===== config.mk =====
export PLATFORM = sky130hd
export DESIGN_NAME = exception_class_encoder
export DESIGN_NICKNAME = d
export VERILOG_FILES = /design/src/verilog/exc_class_pkg.sv /design/src/verilog/exception_class_encoder.sv
export VERILOG_INCLUDE_DIRS = /design/src /design/src/verilog
export SDC_FILE = /design/constraint.sdc
export NUM_CORES = 1
export LEC_CHECK = 0
export BUFFER_PORTS_ARGS = -buffer_cell sky130_fd_sc_hd__buf_2
export CORE_ASPECT_RATIO = 2
export CORE_UTILIZATION = 37
export CTS_CLUSTER_DIAMETER = 30
export DETAILED_ROUTE_END_ITERATION = 10
export GPL_ROUTABILITY_DRIVEN = 0
export PLACE_DENSITY = 0.76
export SLEW_MARGIN = 20
export SYNTH_ARGS = -nofsm -noshare
export SYNTH_HDL_FRONTEND = slang
export SYNTH_SLANG_ARGS = --single-unit

===== constraint.sdc =====
create_clock -name clk_sys -period 1.56 [get_ports clk_sys]
set_input_delay 0.078 -clock clk_sys [delete_from_list [all_inputs] [get_ports clk_sys]]
set_output_delay 0.078 -clock clk_sys [all_outputs]
set_load 0.01 [all_outputs]

===== src/verilog/exc_class_consts.svh =====
/*
  Constants for the exception class encoder: class codes, syndrome field
  positions, coprocessor numbers and reset value.
  Assumes it is included by its bare name ahead of the package and module.
*/
`ifndef EXC_CLASS_CONSTS_SVH
`define EXC_CLASS_CONSTS_SVH

// class codes
`define CLS_UNKNOWN      6'h00
`define CLS_WAIT_HINT    6'h01
`define CLS_CP15_REG     6'h03
`define CLS_CP15_PAIR    6'h04
`define CLS_CP14_REG     6'h05
`define CLS_CP14_LDST    6'h06
`define CLS_FP_ACCESS    6'h07
`define CLS_FP_ID_READ   6'h08
`define CLS_PAUTH        6'h09
`define CLS_LS64         6'h0A
`define CLS_CP14_PAIR_RD 6'h0C
`define CLS_BRANCH_TGT   6'h0D
`define CLS_ILLEGAL      6'h0E
`define CLS_SV_CALL_32   6'h11
`define CLS_HV_CALL_32   6'h12
`define CLS_SM_CALL_32   6'h13
`define CLS_SV_CALL_64   6'h15
`define CLS_HV_CALL_64   6'h16
`define CLS_SM_CALL_64   6'h17
`define CLS_SYSREG       6'h18

// number of qualified cause entries in the priority chain
`define CAUSE_COUNT      20

// coprocessor numbers
`define COPROC_NUM_HI    4'hF
`define COPROC_NUM_LO    4'hE

// syndrome register layout
`define SYN_RES_HI       63
`define SYN_RES_LO       56
`define SYN_SPEC2_HI     55
`define SYN_SPEC2_LO     32
`define SYN_CLASS_HI     31
`define SYN_CLASS_LO     26
`define SYN_LEN_BIT      25
`define SYN_SPEC_HI      24
`define SYN_SPEC_LO      0
`define SYN_WRITE_MASK   64'h00FF_FFFF_FFFF_FFFF
`define SYN_RESET        64'h0000_0000_0000_0000

`endif


===== src/verilog/exc_class_pkg.sv =====
/*
  Types shared by the exception class encoder.
  Assumes exc_class_consts.svh is on the include path.
*/
`include "exc_class_consts.svh"

package exc_class_pkg;
  typedef logic [5:0] class_code_t;
  typedef logic [63:0] syndrome_t;
  typedef logic [3:0] coproc_num_t;
endpackage : exc_class_pkg


===== src/verilog/exception_class_encoder.sv =====
/*
  Exception class encoder and hypervisor-level syndrome register.
  Assumes the core's trap detection logic presents one cause flag with
  exc_take in the cycle the exception is taken, all inputs synchronous
  to clk_sys, and software reaching the register through the system
  register read/write port below.
*/
`timescale 1ns/1ps
`default_nettype none
`include "exc_class_consts.svh"

// Function
// - class code held in syndrome bits 31:26
// - unknown or unreported reason gives class zero
// - wait hint class; failed condition raises nothing
// - coproc 1111 register move class when supported
// - coproc 1111 pair move class when supported
// - coproc 1110 register move class when supported
// - coproc load/store class when supported
// - fp/vector trap class, else unknown
// - fp id-group sysreg read class when supported
// - pointer auth trap class when enable is 0
// - 64-byte load/store exception class
// - coproc 1110 pair read class when supported
// - branch target exception class
// - illegal execution state class
// - 32-bit supervisor call only under general trap
// - 32-bit hypervisor call when not disabled
// - 32-bit monitor call only under secure-call trap
// - 64-bit supervisor call class
// - 64-bit hypervisor call when not disabled
// - 64-bit monitor call only under secure-call trap
// - 64-bit system register trap class
// - 64-bit register, bits 63:56 read zero
// - contents clear to the reset value (zero) on exception return with no recorded take or software write in the same cycle
module exception_class_encoder
  import exc_class_pkg::*;
(
  // clock and reset
  input wire logic clk_sys,
  input wire logic rst,
  // feature presence
  input wire logic has_32bit_state,
  input wire logic has_pointer_auth,
  input wire logic has_64byte_access,
  input wire logic has_branch_target,
  // exception take
  input wire logic exc_take,
  input wire logic exc_return,
  // causes
  input wire logic cause_wait_for_hint,
  input wire logic wait_cond_failed,
  input wire logic cause_coproc_reg,
  input wire logic cause_coproc_pair,
  input wire logic coproc_is_read,
  input wire coproc_num_t coproc_num,
  input wire logic cause_coproc_ldst,
  input wire logic cause_fp_access,
  input wire logic fp_unit_absent,
  input wire logic cause_fp_sysreg_id,
  input wire logic cause_pointer_auth,
  input wire logic cause_64byte_access,
  input wire logic cause_branch_target,
  input wire logic cause_illegal_state,
  input wire logic cause_supervisor_call_32,
  input wire logic cause_hypervisor_call_32,
  input wire logic cause_secure_monitor_call_32,
  input wire logic cause_supervisor_call_64,
  input wire logic cause_hypervisor_call_64,
  input wire logic cause_secure_monitor_call_64,
  input wire logic cause_sysreg_trap,
  input wire logic cause_unknown,
  // trap controls
  input wire logic trap_general_exceptions,
  input wire logic secure_call_trap,
  input wire logic hypervisor_call_disabled,
  input wire logic secure_monitor_call_disabled,
  input wire logic pointer_auth_enable_hyp,
  input wire logic pointer_auth_enable_mon,
  // rest of the syndrome
  input wire logic instr_len_32,
  input wire logic [24:0] class_specific_syndrome,
  input wire logic [23:0] class_specific_syndrome2,
  // system register port
  input wire logic sysreg_wr,
  input wire syndrome_t sysreg_wdata,
  output syndrome_t hyp_syndrome_register,
  // status
  output class_code_t exception_class_code,
  output logic exc_recorded,
  output logic exc_dropped
);

  // register state
  syndrome_t syn_r;
  syndrome_t syn_nxt;
  logic rec_r;
  logic drop_r;

  // coprocessor number decode
  wire num_hi = (coproc_num == `COPROC_NUM_HI);
  wire num_lo = (coproc_num == `COPROC_NUM_LO);

  // causes that never reach this register: the take is dropped and the
  // register keeps what it held, so software still sees the last real take
  wire wait_failed_take = cause_wait_for_hint & wait_cond_failed;

  // a 32-bit supervisor call is taken here only because of the general trap
  wire svc32_untrapped = cause_supervisor_call_32 & ~trap_general_exceptions;

  // monitor calls are taken here only because of the secure-call trap
  wire smc32_untrapped = cause_secure_monitor_call_32 & ~secure_call_trap;
  wire smc64_untrapped = cause_secure_monitor_call_64 & ~secure_call_trap;

  // any of the above suppresses the write for this take
  wire drop_any = wait_failed_take | svc32_untrapped | smc32_untrapped | smc64_untrapped;

  // take qualification: exactly one of these is high for each exc_take pulse
  wire take_drop = exc_take & drop_any;
  wire take_record = exc_take & ~drop_any;

  // pointer auth traps only while one of the two level enables is clear
  wire pauth_blocked = ~(pointer_auth_enable_hyp & pointer_auth_enable_mon);

  // fp trap falls back to unknown under the general trap or a missing unit
  wire fp_reportable = ~trap_general_exceptions & ~fp_unit_absent;

  // per-cause qualification: a cause whose feature is absent or whose
  // condition is not met qualifies nothing and ends up as class zero

  // explicit unknown from the trap logic
  wire v_unknown = cause_unknown;
  // trapped wait hint
  wire v_wait = cause_wait_for_hint;

  // coprocessor traps only exist with 32-bit state
  // register move on coprocessor 1111
  wire v_cp_reg_hi = cause_coproc_reg & has_32bit_state & num_hi;
  // register-pair move on coprocessor 1111
  wire v_cp_pair_hi = cause_coproc_pair & has_32bit_state & num_hi;
  // register move on coprocessor 1110
  wire v_cp_reg_lo = cause_coproc_reg & has_32bit_state & num_lo;
  // coprocessor load or store, debug transfer data only
  wire v_cp_ldst = cause_coproc_ldst & has_32bit_state;

  // fp, vector or matrix access trap
  wire v_fp = cause_fp_access & fp_reportable;
  // fp system-register read from the id group trap
  wire v_fp_id = cause_fp_sysreg_id & has_32bit_state;

  // pointer auth instruction with an enable clear
  wire v_pauth = cause_pointer_auth & has_pointer_auth & pauth_blocked;
  // 64-byte load or store
  wire v_64byte = cause_64byte_access & has_64byte_access;
  // only the read form of the 1110 pair move has a class of its own
  wire v_cp_pair_lo = cause_coproc_pair & has_32bit_state & num_lo & coproc_is_read;

  // branch target check failure
  wire v_btarget = cause_branch_target & has_branch_target;
  // illegal execution state
  wire v_illegal = cause_illegal_state;

  // 32-bit calls
  // 32-bit supervisor call
  wire v_svc32 = cause_supervisor_call_32 & has_32bit_state;
  // 32-bit hypervisor call unless calls are disabled
  wire v_hvc32 = cause_hypervisor_call_32 & has_32bit_state & ~hypervisor_call_disabled;
  // 32-bit monitor call unless calls are disabled
  wire v_smc32 = cause_secure_monitor_call_32 & has_32bit_state & ~secure_monitor_call_disabled;

  // 64-bit calls
  // 64-bit supervisor call
  wire v_svc64 = cause_supervisor_call_64;
  // 64-bit hypervisor call unless calls are disabled
  wire v_hvc64 = cause_hypervisor_call_64 & ~hypervisor_call_disabled;
  // 64-bit monitor call unless calls are disabled
  wire v_smc64 = cause_secure_monitor_call_64 & ~secure_monitor_call_disabled;

  // trapped system register move or system instruction
  wire v_sysreg = cause_sysreg_trap;

  // qualified causes, lowest index wins; explicit unknown sits first so
  // a second flag raised beside it cannot turn it into a real class
  wire logic [`CAUSE_COUNT-1:0] cand_valid;
  assign cand_valid = {
    v_sysreg,
    v_smc64,
    v_hvc64,
    v_svc64,
    v_smc32,
    v_hvc32,
    v_svc32,
    v_illegal,
    v_btarget,
    v_cp_pair_lo,
    v_64byte,
    v_pauth,
    v_fp_id,
    v_fp,
    v_cp_ldst,
    v_cp_reg_lo,
    v_cp_pair_hi,
    v_cp_reg_hi,
    v_wait,
    v_unknown
  };

  // class code for each entry of cand_valid, same order
  wire class_code_t cand_code [`CAUSE_COUNT];
  assign cand_code = '{
    // unknown and wait hint
    `CLS_UNKNOWN,
    `CLS_WAIT_HINT,
    // coprocessor, fp, pointer auth, 64-byte, branch target and illegal state classes
    `CLS_CP15_REG,
    `CLS_CP15_PAIR,
    `CLS_CP14_REG,
    `CLS_CP14_LDST,
    `CLS_FP_ACCESS,
    `CLS_FP_ID_READ,
    `CLS_PAUTH,
    `CLS_LS64,
    `CLS_CP14_PAIR_RD,
    `CLS_BRANCH_TGT,
    `CLS_ILLEGAL,
    // calls and system register traps
    `CLS_SV_CALL_32,
    `CLS_HV_CALL_32,
    `CLS_SM_CALL_32,
    `CLS_SV_CALL_64,
    `CLS_HV_CALL_64,
    `CLS_SM_CALL_64,
    `CLS_SYSREG
  };

  // priority chain: the first qualified cause claims the code and masks
  // the rest, so two flags at once can never blend into an unlisted code
  wire logic [`CAUSE_COUNT:0] claimed;
  wire class_code_t code_acc [`CAUSE_COUNT+1];
  // chain starts unclaimed with class zero
  assign claimed[0] = 1'b0;
  assign code_acc[0] = `CLS_UNKNOWN;
  generate
    for (genvar gi = 0; gi < `CAUSE_COUNT; gi++) begin : g_prio
      // hit: this entry qualifies and nothing earlier did
      wire hit = cand_valid[gi] & ~claimed[gi];
      assign claimed[gi + 1] = claimed[gi] | cand_valid[gi];
      assign code_acc[gi + 1] = hit ? cand_code[gi] : code_acc[gi];
    end
  endgenerate

  // class picked for this take; nothing qualified leaves class zero
  wire class_code_t sel_class = code_acc[`CAUSE_COUNT];

  // whole syndrome for a recorded take, assembled in one word so class and
  // the class-specific fields always land in the same cycle
  wire syndrome_t take_word = syndrome_t'({class_specific_syndrome2, sel_class, instr_len_32,
    class_specific_syndrome}) & `SYN_WRITE_MASK;

  // software write: the reserved top byte reads back as zero
  wire syndrome_t write_word = sysreg_wdata & `SYN_WRITE_MASK;

  // next value: a recorded take beats a software write, which beats the
  // return clear; a return leaves the register at its reset value
  assign syn_nxt = take_record ? take_word :
    sysreg_wr ? write_word :
    exc_return ? `SYN_RESET : syn_r;

  // syndrome register
  always_ff @(posedge clk_sys or posedge rst) begin
    if (rst) begin
      syn_r <= `SYN_RESET;
    end else begin
      syn_r <= syn_nxt;
    end
  end

  // one-cycle pulse after a take that reached the register
  always_ff @(posedge clk_sys or posedge rst) begin
    if (rst) begin
      rec_r <= 1'b0;
    end else begin
      rec_r <= take_record;
    end
  end

  // one-cycle pulse after a take that was suppressed
  always_ff @(posedge clk_sys or posedge rst) begin
    if (rst) begin
      drop_r <= 1'b0;
    end else begin
      drop_r <= take_drop;
    end
  end

  // outputs straight from the flops
  assign hyp_syndrome_register = syn_r;
  assign exception_class_code = syn_r[`SYN_CLASS_HI:`SYN_CLASS_LO];

  // status pulses
  assign exc_recorded = rec_r;
  assign exc_dropped = drop_r;
endmodule : exception_class_encoder
`default_nettype wire


Word level (Yosys, flattened, before mapping)
Cells that the tools add are included.

word-level totals
  register bits = 66
  bits of input ports = 154
  output and inout bits = 72
  logic and storage cells = 123

operators by class
  eq/ne operators = 2
  mux-type cells = 22
  bitwise operators = 95
  reductions and logical operators = 1

operators with widths
  operator              count
  $mux W64              3
  $and A1 B1 Y1         48
  $mux W5               7
  $not A1 Y1            26
  $mux W4               6
  $or A1 B1 Y1          21
  $mux W3               4
  $eq A4 B4 Y1 const B  2
  $reduce_bool A3 Y1    1
  $mux W2               1
  $mux W1               1

Depth between registers and ports, before layout
  depth in word-level cells = 23
  mapped depth = 9
  gate-level depth less buffers = 7

Worst setup path after synthesis
No wires, ideal clock.

  path kind = input to register
  from = input cause_secure_monitor_call_32
  to = register syn_r[26] (netlist: hyp_syndrome_register[26])
  setup time = 0.134 ns
  arrival time = 1.243 ns
  required time = 1.426 ns
  slack = 0.183 ns
  stages = 6
  buffers on the path = 0
  cells stage by stage = nor2b_1 > o31ai_2 > nand3_1 > o41ai_2 > nor2b_1 > a211oi_2

on the way
  longest elaborated chain between the ends = 10
  elaborated cells on any way between the ends = 27
  classes of those cells = 6 x mux; 20 x bitwise; 1 x reduce/logical

RTL lines
  what                                               RTL line                                                        source
  start: declaration                                 exception_class_encoder.sv:67                                   input wire logic cause_secure_monitor_call_32,
  $and A1 B1 Y1 (2 in a row)                         exception_class_encoder.sv:169                                  wire v_smc32 = cause_secure_monitor_call_32 & has_32bit_state & ~secure_monitor_call_disabled;
  $or A1 B1 Y1                                       exception_class_encoder.sv:247                                  assign claimed[gi + 1] = claimed[gi] | cand_valid[gi];
  $not A1 Y1 / $or A1 B1 Y1 (equally long branches)  exception_class_encoder.sv:246, exception_class_encoder.sv:247
  $and A1 B1 Y1 (tied with other cells)              exception_class_encoder.sv:246                                  wire hit = cand_valid[gi] & ~claimed[gi];
  $mux W5 (tied with other cells) (2 in a row)       exception_class_encoder.sv:248                                  assign code_acc[gi + 1] = hit ? cand_code[gi] : code_acc[gi];
  $mux W5 / $and A1 B1 Y1 (equally long branches)    exception_class_encoder.sv:248, exception_class_encoder.sv:246
  $mux W5                                            exception_class_encoder.sv:248
  $mux W64                                           exception_class_encoder.sv:265                                  assign syn_nxt = take_record ? take_word :
  end signal: assignment                             exception_class_encoder.sv:272                                  syn_r <= `SYN_RESET;
  end signal: assignment                             exception_class_encoder.sv:274                                  syn_r <= syn_nxt;
  end: declaration                                   exception_class_encoder.sv:95                                   syndrome_t syn_r;

Parallel ways exist; a longest one is shown, timed or not.
A chain may end at the register's enable or synchronous reset.

Final worst setup path
  from = input exc_take
  to = register syn_r[26] (netlist: hyp_syndrome_register[26])

on the way
  longest elaborated chain between the ends = 2
  elaborated cells on any way between the ends = 3
  classes of those cells = 1 x mux; 1 x bitwise; 1 x reduce/logical

RTL lines
  what                                                                    RTL line                        source
  start: declaration                                                      exception_class_encoder.sv:48   input wire logic exc_take,
  $and A1 B1 Y1 (*)                                                       exception_class_encoder.sv:120  wire take_record = exc_take & ~drop_any;
  $reduce_bool A3 Y1 (no source line) / $mux W64 (equally long branches)  --

Every way passes the cells marked *; elsewhere a longest branch is shown, timed or not.

==> impl_metrics.py <==
metrics = {
    "global_routing": {
        "grtUsageMet2": 0.415,
        "grt_max_degree": 59,
        "grt-ovfl-total": 0,
        "grt_pass1_wl_um": 16200,
        "antenna_found_initial": 0,
        "busiest_layer": "met2",
        "grt_pass1_vias": 3695,
        "track_usage": 0.237,
        "use_met1": 0.252,
        "met3_usage": 0.0462,
    },
    "worst_setup_path": {
        "endpoint_kind": "register",
        "critical_path.slowest_cell": "dlygate4sd3_1",
        "crit_arrival_ns": 1.65,
        "cp.required_ns": 1.80,
        "criticalPathCategory": "in -> reg",
        "worstSetupStartpointType": "input pin",
        "path_max_fanout": 4,
        "cpPeakStageDelay_ns": 0.51,
        "path_cells": "dlygate4sd3_1 > buf_2 > inv_1 > or2_4 > inv_6 > nor4_2 > or3_1 > a211oi_2",
    },
    "die": {
        "ios": 226,
        "initial_core_util": 0.385,
        "die_w_um": 67.7,
        "die_area_um2": 9020,
        "die_h_um": 133,
        "core_area_um2": 8290,
        "rows": 47,
    },
    "sta": {
        "setup_tns_ns": 0,
        "finClkSkew_ns": 0,
        "finalSetupViolCount": 0,
        "fin_crit_sh": 0.908,
        "fin_crit_ns": 1.42,
        "clock.fmax_mhz": 706,
        "rsz0062_at_grt": "false",
        "final-hold-violation-count": 0,
        "slew_violations": 0,
        "layout_setup_ws_ns": 0.143,
    },
    "detailed_routing": {
        "finalWirelength_um": 10200,
        "drtIter0Drc": 128,
        "num_vias": 3707,
        "wire_per_inst_um": 14.1,
        "viasPerCell": 5.13,
        "drcViolationCount": 0,
        "drt_pre_antenna_iters": 5,
        "ant_nets": 0,
    },
    "layout": {
        "fin_nets": 772,
        "drive_gt1_frac": 0.396,
        "fin_util": 0.609,
        "layout-area-overhead-vs-synth_pct": 58.1,
    },
    "power_and_ir_drop": {
        "seq_power_share": 0.371,
        "swShare": 0.275,
        "comb_power_share": 0.231,
        "pwr-share-clk": 0.398,
        "leakagePower_nw": 2.47,
        "peakVddDrop_mv": 0.507,
        "power_density_nw_per_um2": 939,
        "switching_power_mw": 1.30,
        "internal_power_mw": 3.43,
    },
    "run": {
        "drv_cap": 0,
    },
    "yosys": {
        "synth_edf_count": 0,
        "syn_avg_cell_area_um2": 8.56,
        "postSynthCellCount": 373,
        "synth-seq-cells": 58,
        "async_flop_share": 1.00,
        "synthFlopType": "dfrtp_1",
        "yosysSeqAreaShare": 0.455,
        "syn_area_um2": 3190,
        "ys_types": 44,
        "yosys_warnings": 0,
    },
    "place": {
        "hpwl_um": 7250,
        "place_ws_ns": -0.0768,
        "portBuffers": 209,
    },
    "clock_tree": {
        "clk_path_buf_depth": 2,
        "cts_root_buf": "clkbuf_16",
        "cts_buffers": 9,
        "insertion_delay_ns": 0.32,
        "cts_sinks": 58,
        "clkTransAtPathRegs_ns": 0.06,
        "cts_setup_buffers": 0,
        "tritoncts": "built",
        "htreeDepth": 3,
    },
    "status": {
        "status": "finished clean",
    },
    "worst_hold_path": {
        "min_path_type": "in -> reg",
    },
}
## cell type report
class                           instances  area (um^2)
Fill cell                             698         3250
Timing Repair Buffer                  268         1630
Multi-Input combinational cell        275         1520
Antenna cell                            1         2.50
Inverter                                6         27.5
Clock buffer                           11          233
Clock inverter                          5         55.1
Tap cell                               98          123
Sequential cell                        58         1450
## through the flow
step           total power [mW]  hold WS (ns)  cells  area [um^2]
2_1_floorplan              2.32         0.200    380         3220
3_3_place_gp               2.75         0.155    658         4280
3_5_place_dp               2.78         0.169    658         4280
4_1_cts                    4.80       0.00260    721         5040
5_1_grt                    5.00        0.0180    721         5040
6_report                   4.74       0.00784    722         5050
## routing by layer
layer | vias up | part of all wire
met2 | 173 | 0.54
met4 | 0 | 0.029
li1 | 1797 | -
met3 | 24 | 0.066
met1 | 1713 | 0.36
met5 | - | 0
## placed cells by master, fill, tap and decap left out, types with 3 or more instances in the layout
cell type / instances
dlygate4sd3_1: 47
conb_1: 8
nor2_1: 62
buf_2: 209
nor3_1: 3
a221oi_1: 27
o21ai_0: 9
clkbuf_16: 9
dfrtp_1: 58
nand3_1: 7
o21ai_1: 23
nand2b_1: 3
nor2b_1: 5
a21oi_1: 37
nand2_1: 36
inv_1: 3
buf_4: 10
nor3b_1: 27
## critical path, delay by kind of cell
family / cells / cell delay [ns]
simple gates: 3 / 0.68
compound gates: 1 / 0.17
buf+inv: 4 / 0.71
## timing repair
action / CTS / global route
resized for setup: 0 / 1
hold endpoints to repair: 103 / 0
hold buffers: 47 / 0
setup endpoints to repair: 0 / 1
## registers in the layout, indices dropped and copies added, names as in the netlist
name,cells
hyp_syndrome_register,56
exc_recorded,1
exc_dropped,1
## power groups by stage
| stage | registers, mW | logic [mW] | clock network, mW |
|---|---|---|---|
| after floorplan | 1.86 | 0.466 | 0 |
| after global placement | 1.78 | 0.977 | 0 |
| after detailed placement | 1.78 | 1.00 | 0 |
| after CTS | 1.76 | 1.10 | 1.94 |
| after global routing | 1.78 | 1.21 | 2.02 |
| final | 1.76 | 1.09 | 1.89 |
## logic make-up after synthesis
group | Yosys count | share of synthesized area
AO/OA/AOI/OAI | 111 | 0.227
AND/OR/NAND/NOR | 156 | 0.239
other | 1 | 0.00117
flip-flops | 58 | 0.455
buffers and inverters | 47 | 0.0780
## synth_stat cells, types with 2 or more instances
cell type	count	area, um^2
buf_2	6	30.0
nor3_1	3	15.0
dfrtp_1	58	1450
o21ai_1	23	115
o211ai_1	2	15.0
buf_4	14	105
nor3b_1	27	203
a221oi_1	27	236
o21ai_0	9	45.0
nor2_1	63	236
o22a_1	2	17.5
nand3_1	7	35.0
nor2b_1	5	31.3
and2_1	2	12.5
nand2b_1	3	18.8
a211oi_1	2	15.0
nand2_1	36	135
buf_1	2	7.51
clkbuf_1	18	67.6
inv_1	4	15.0
a21oi_1	37	185
## worst paths after layout
| check | start | endpoint | slack, ns | cells after the start |
|---|---|---|---|---|
| max in group asynchronous | rst | hyp_syndrome_register[20] | 0.91 | 4 |
| hold / removal | class_specific_syndrome2[21] | hyp_syndrome_register[53] | 0.008 | 3 |
| hold reg to reg | hyp_syndrome_register[51] | hyp_syndrome_register[51] | 0.53 | 2 |
| min in group asynchronous | rst | hyp_syndrome_register[40] | 0.37 | 4 |
| setup / recovery | exc_take | hyp_syndrome_register[26] | 0.14 | 8 |
| setup reg to reg | hyp_syndrome_register[26] | hyp_syndrome_register[26] | 0.45 | 3 |
(Power assumes the default switching activity.)
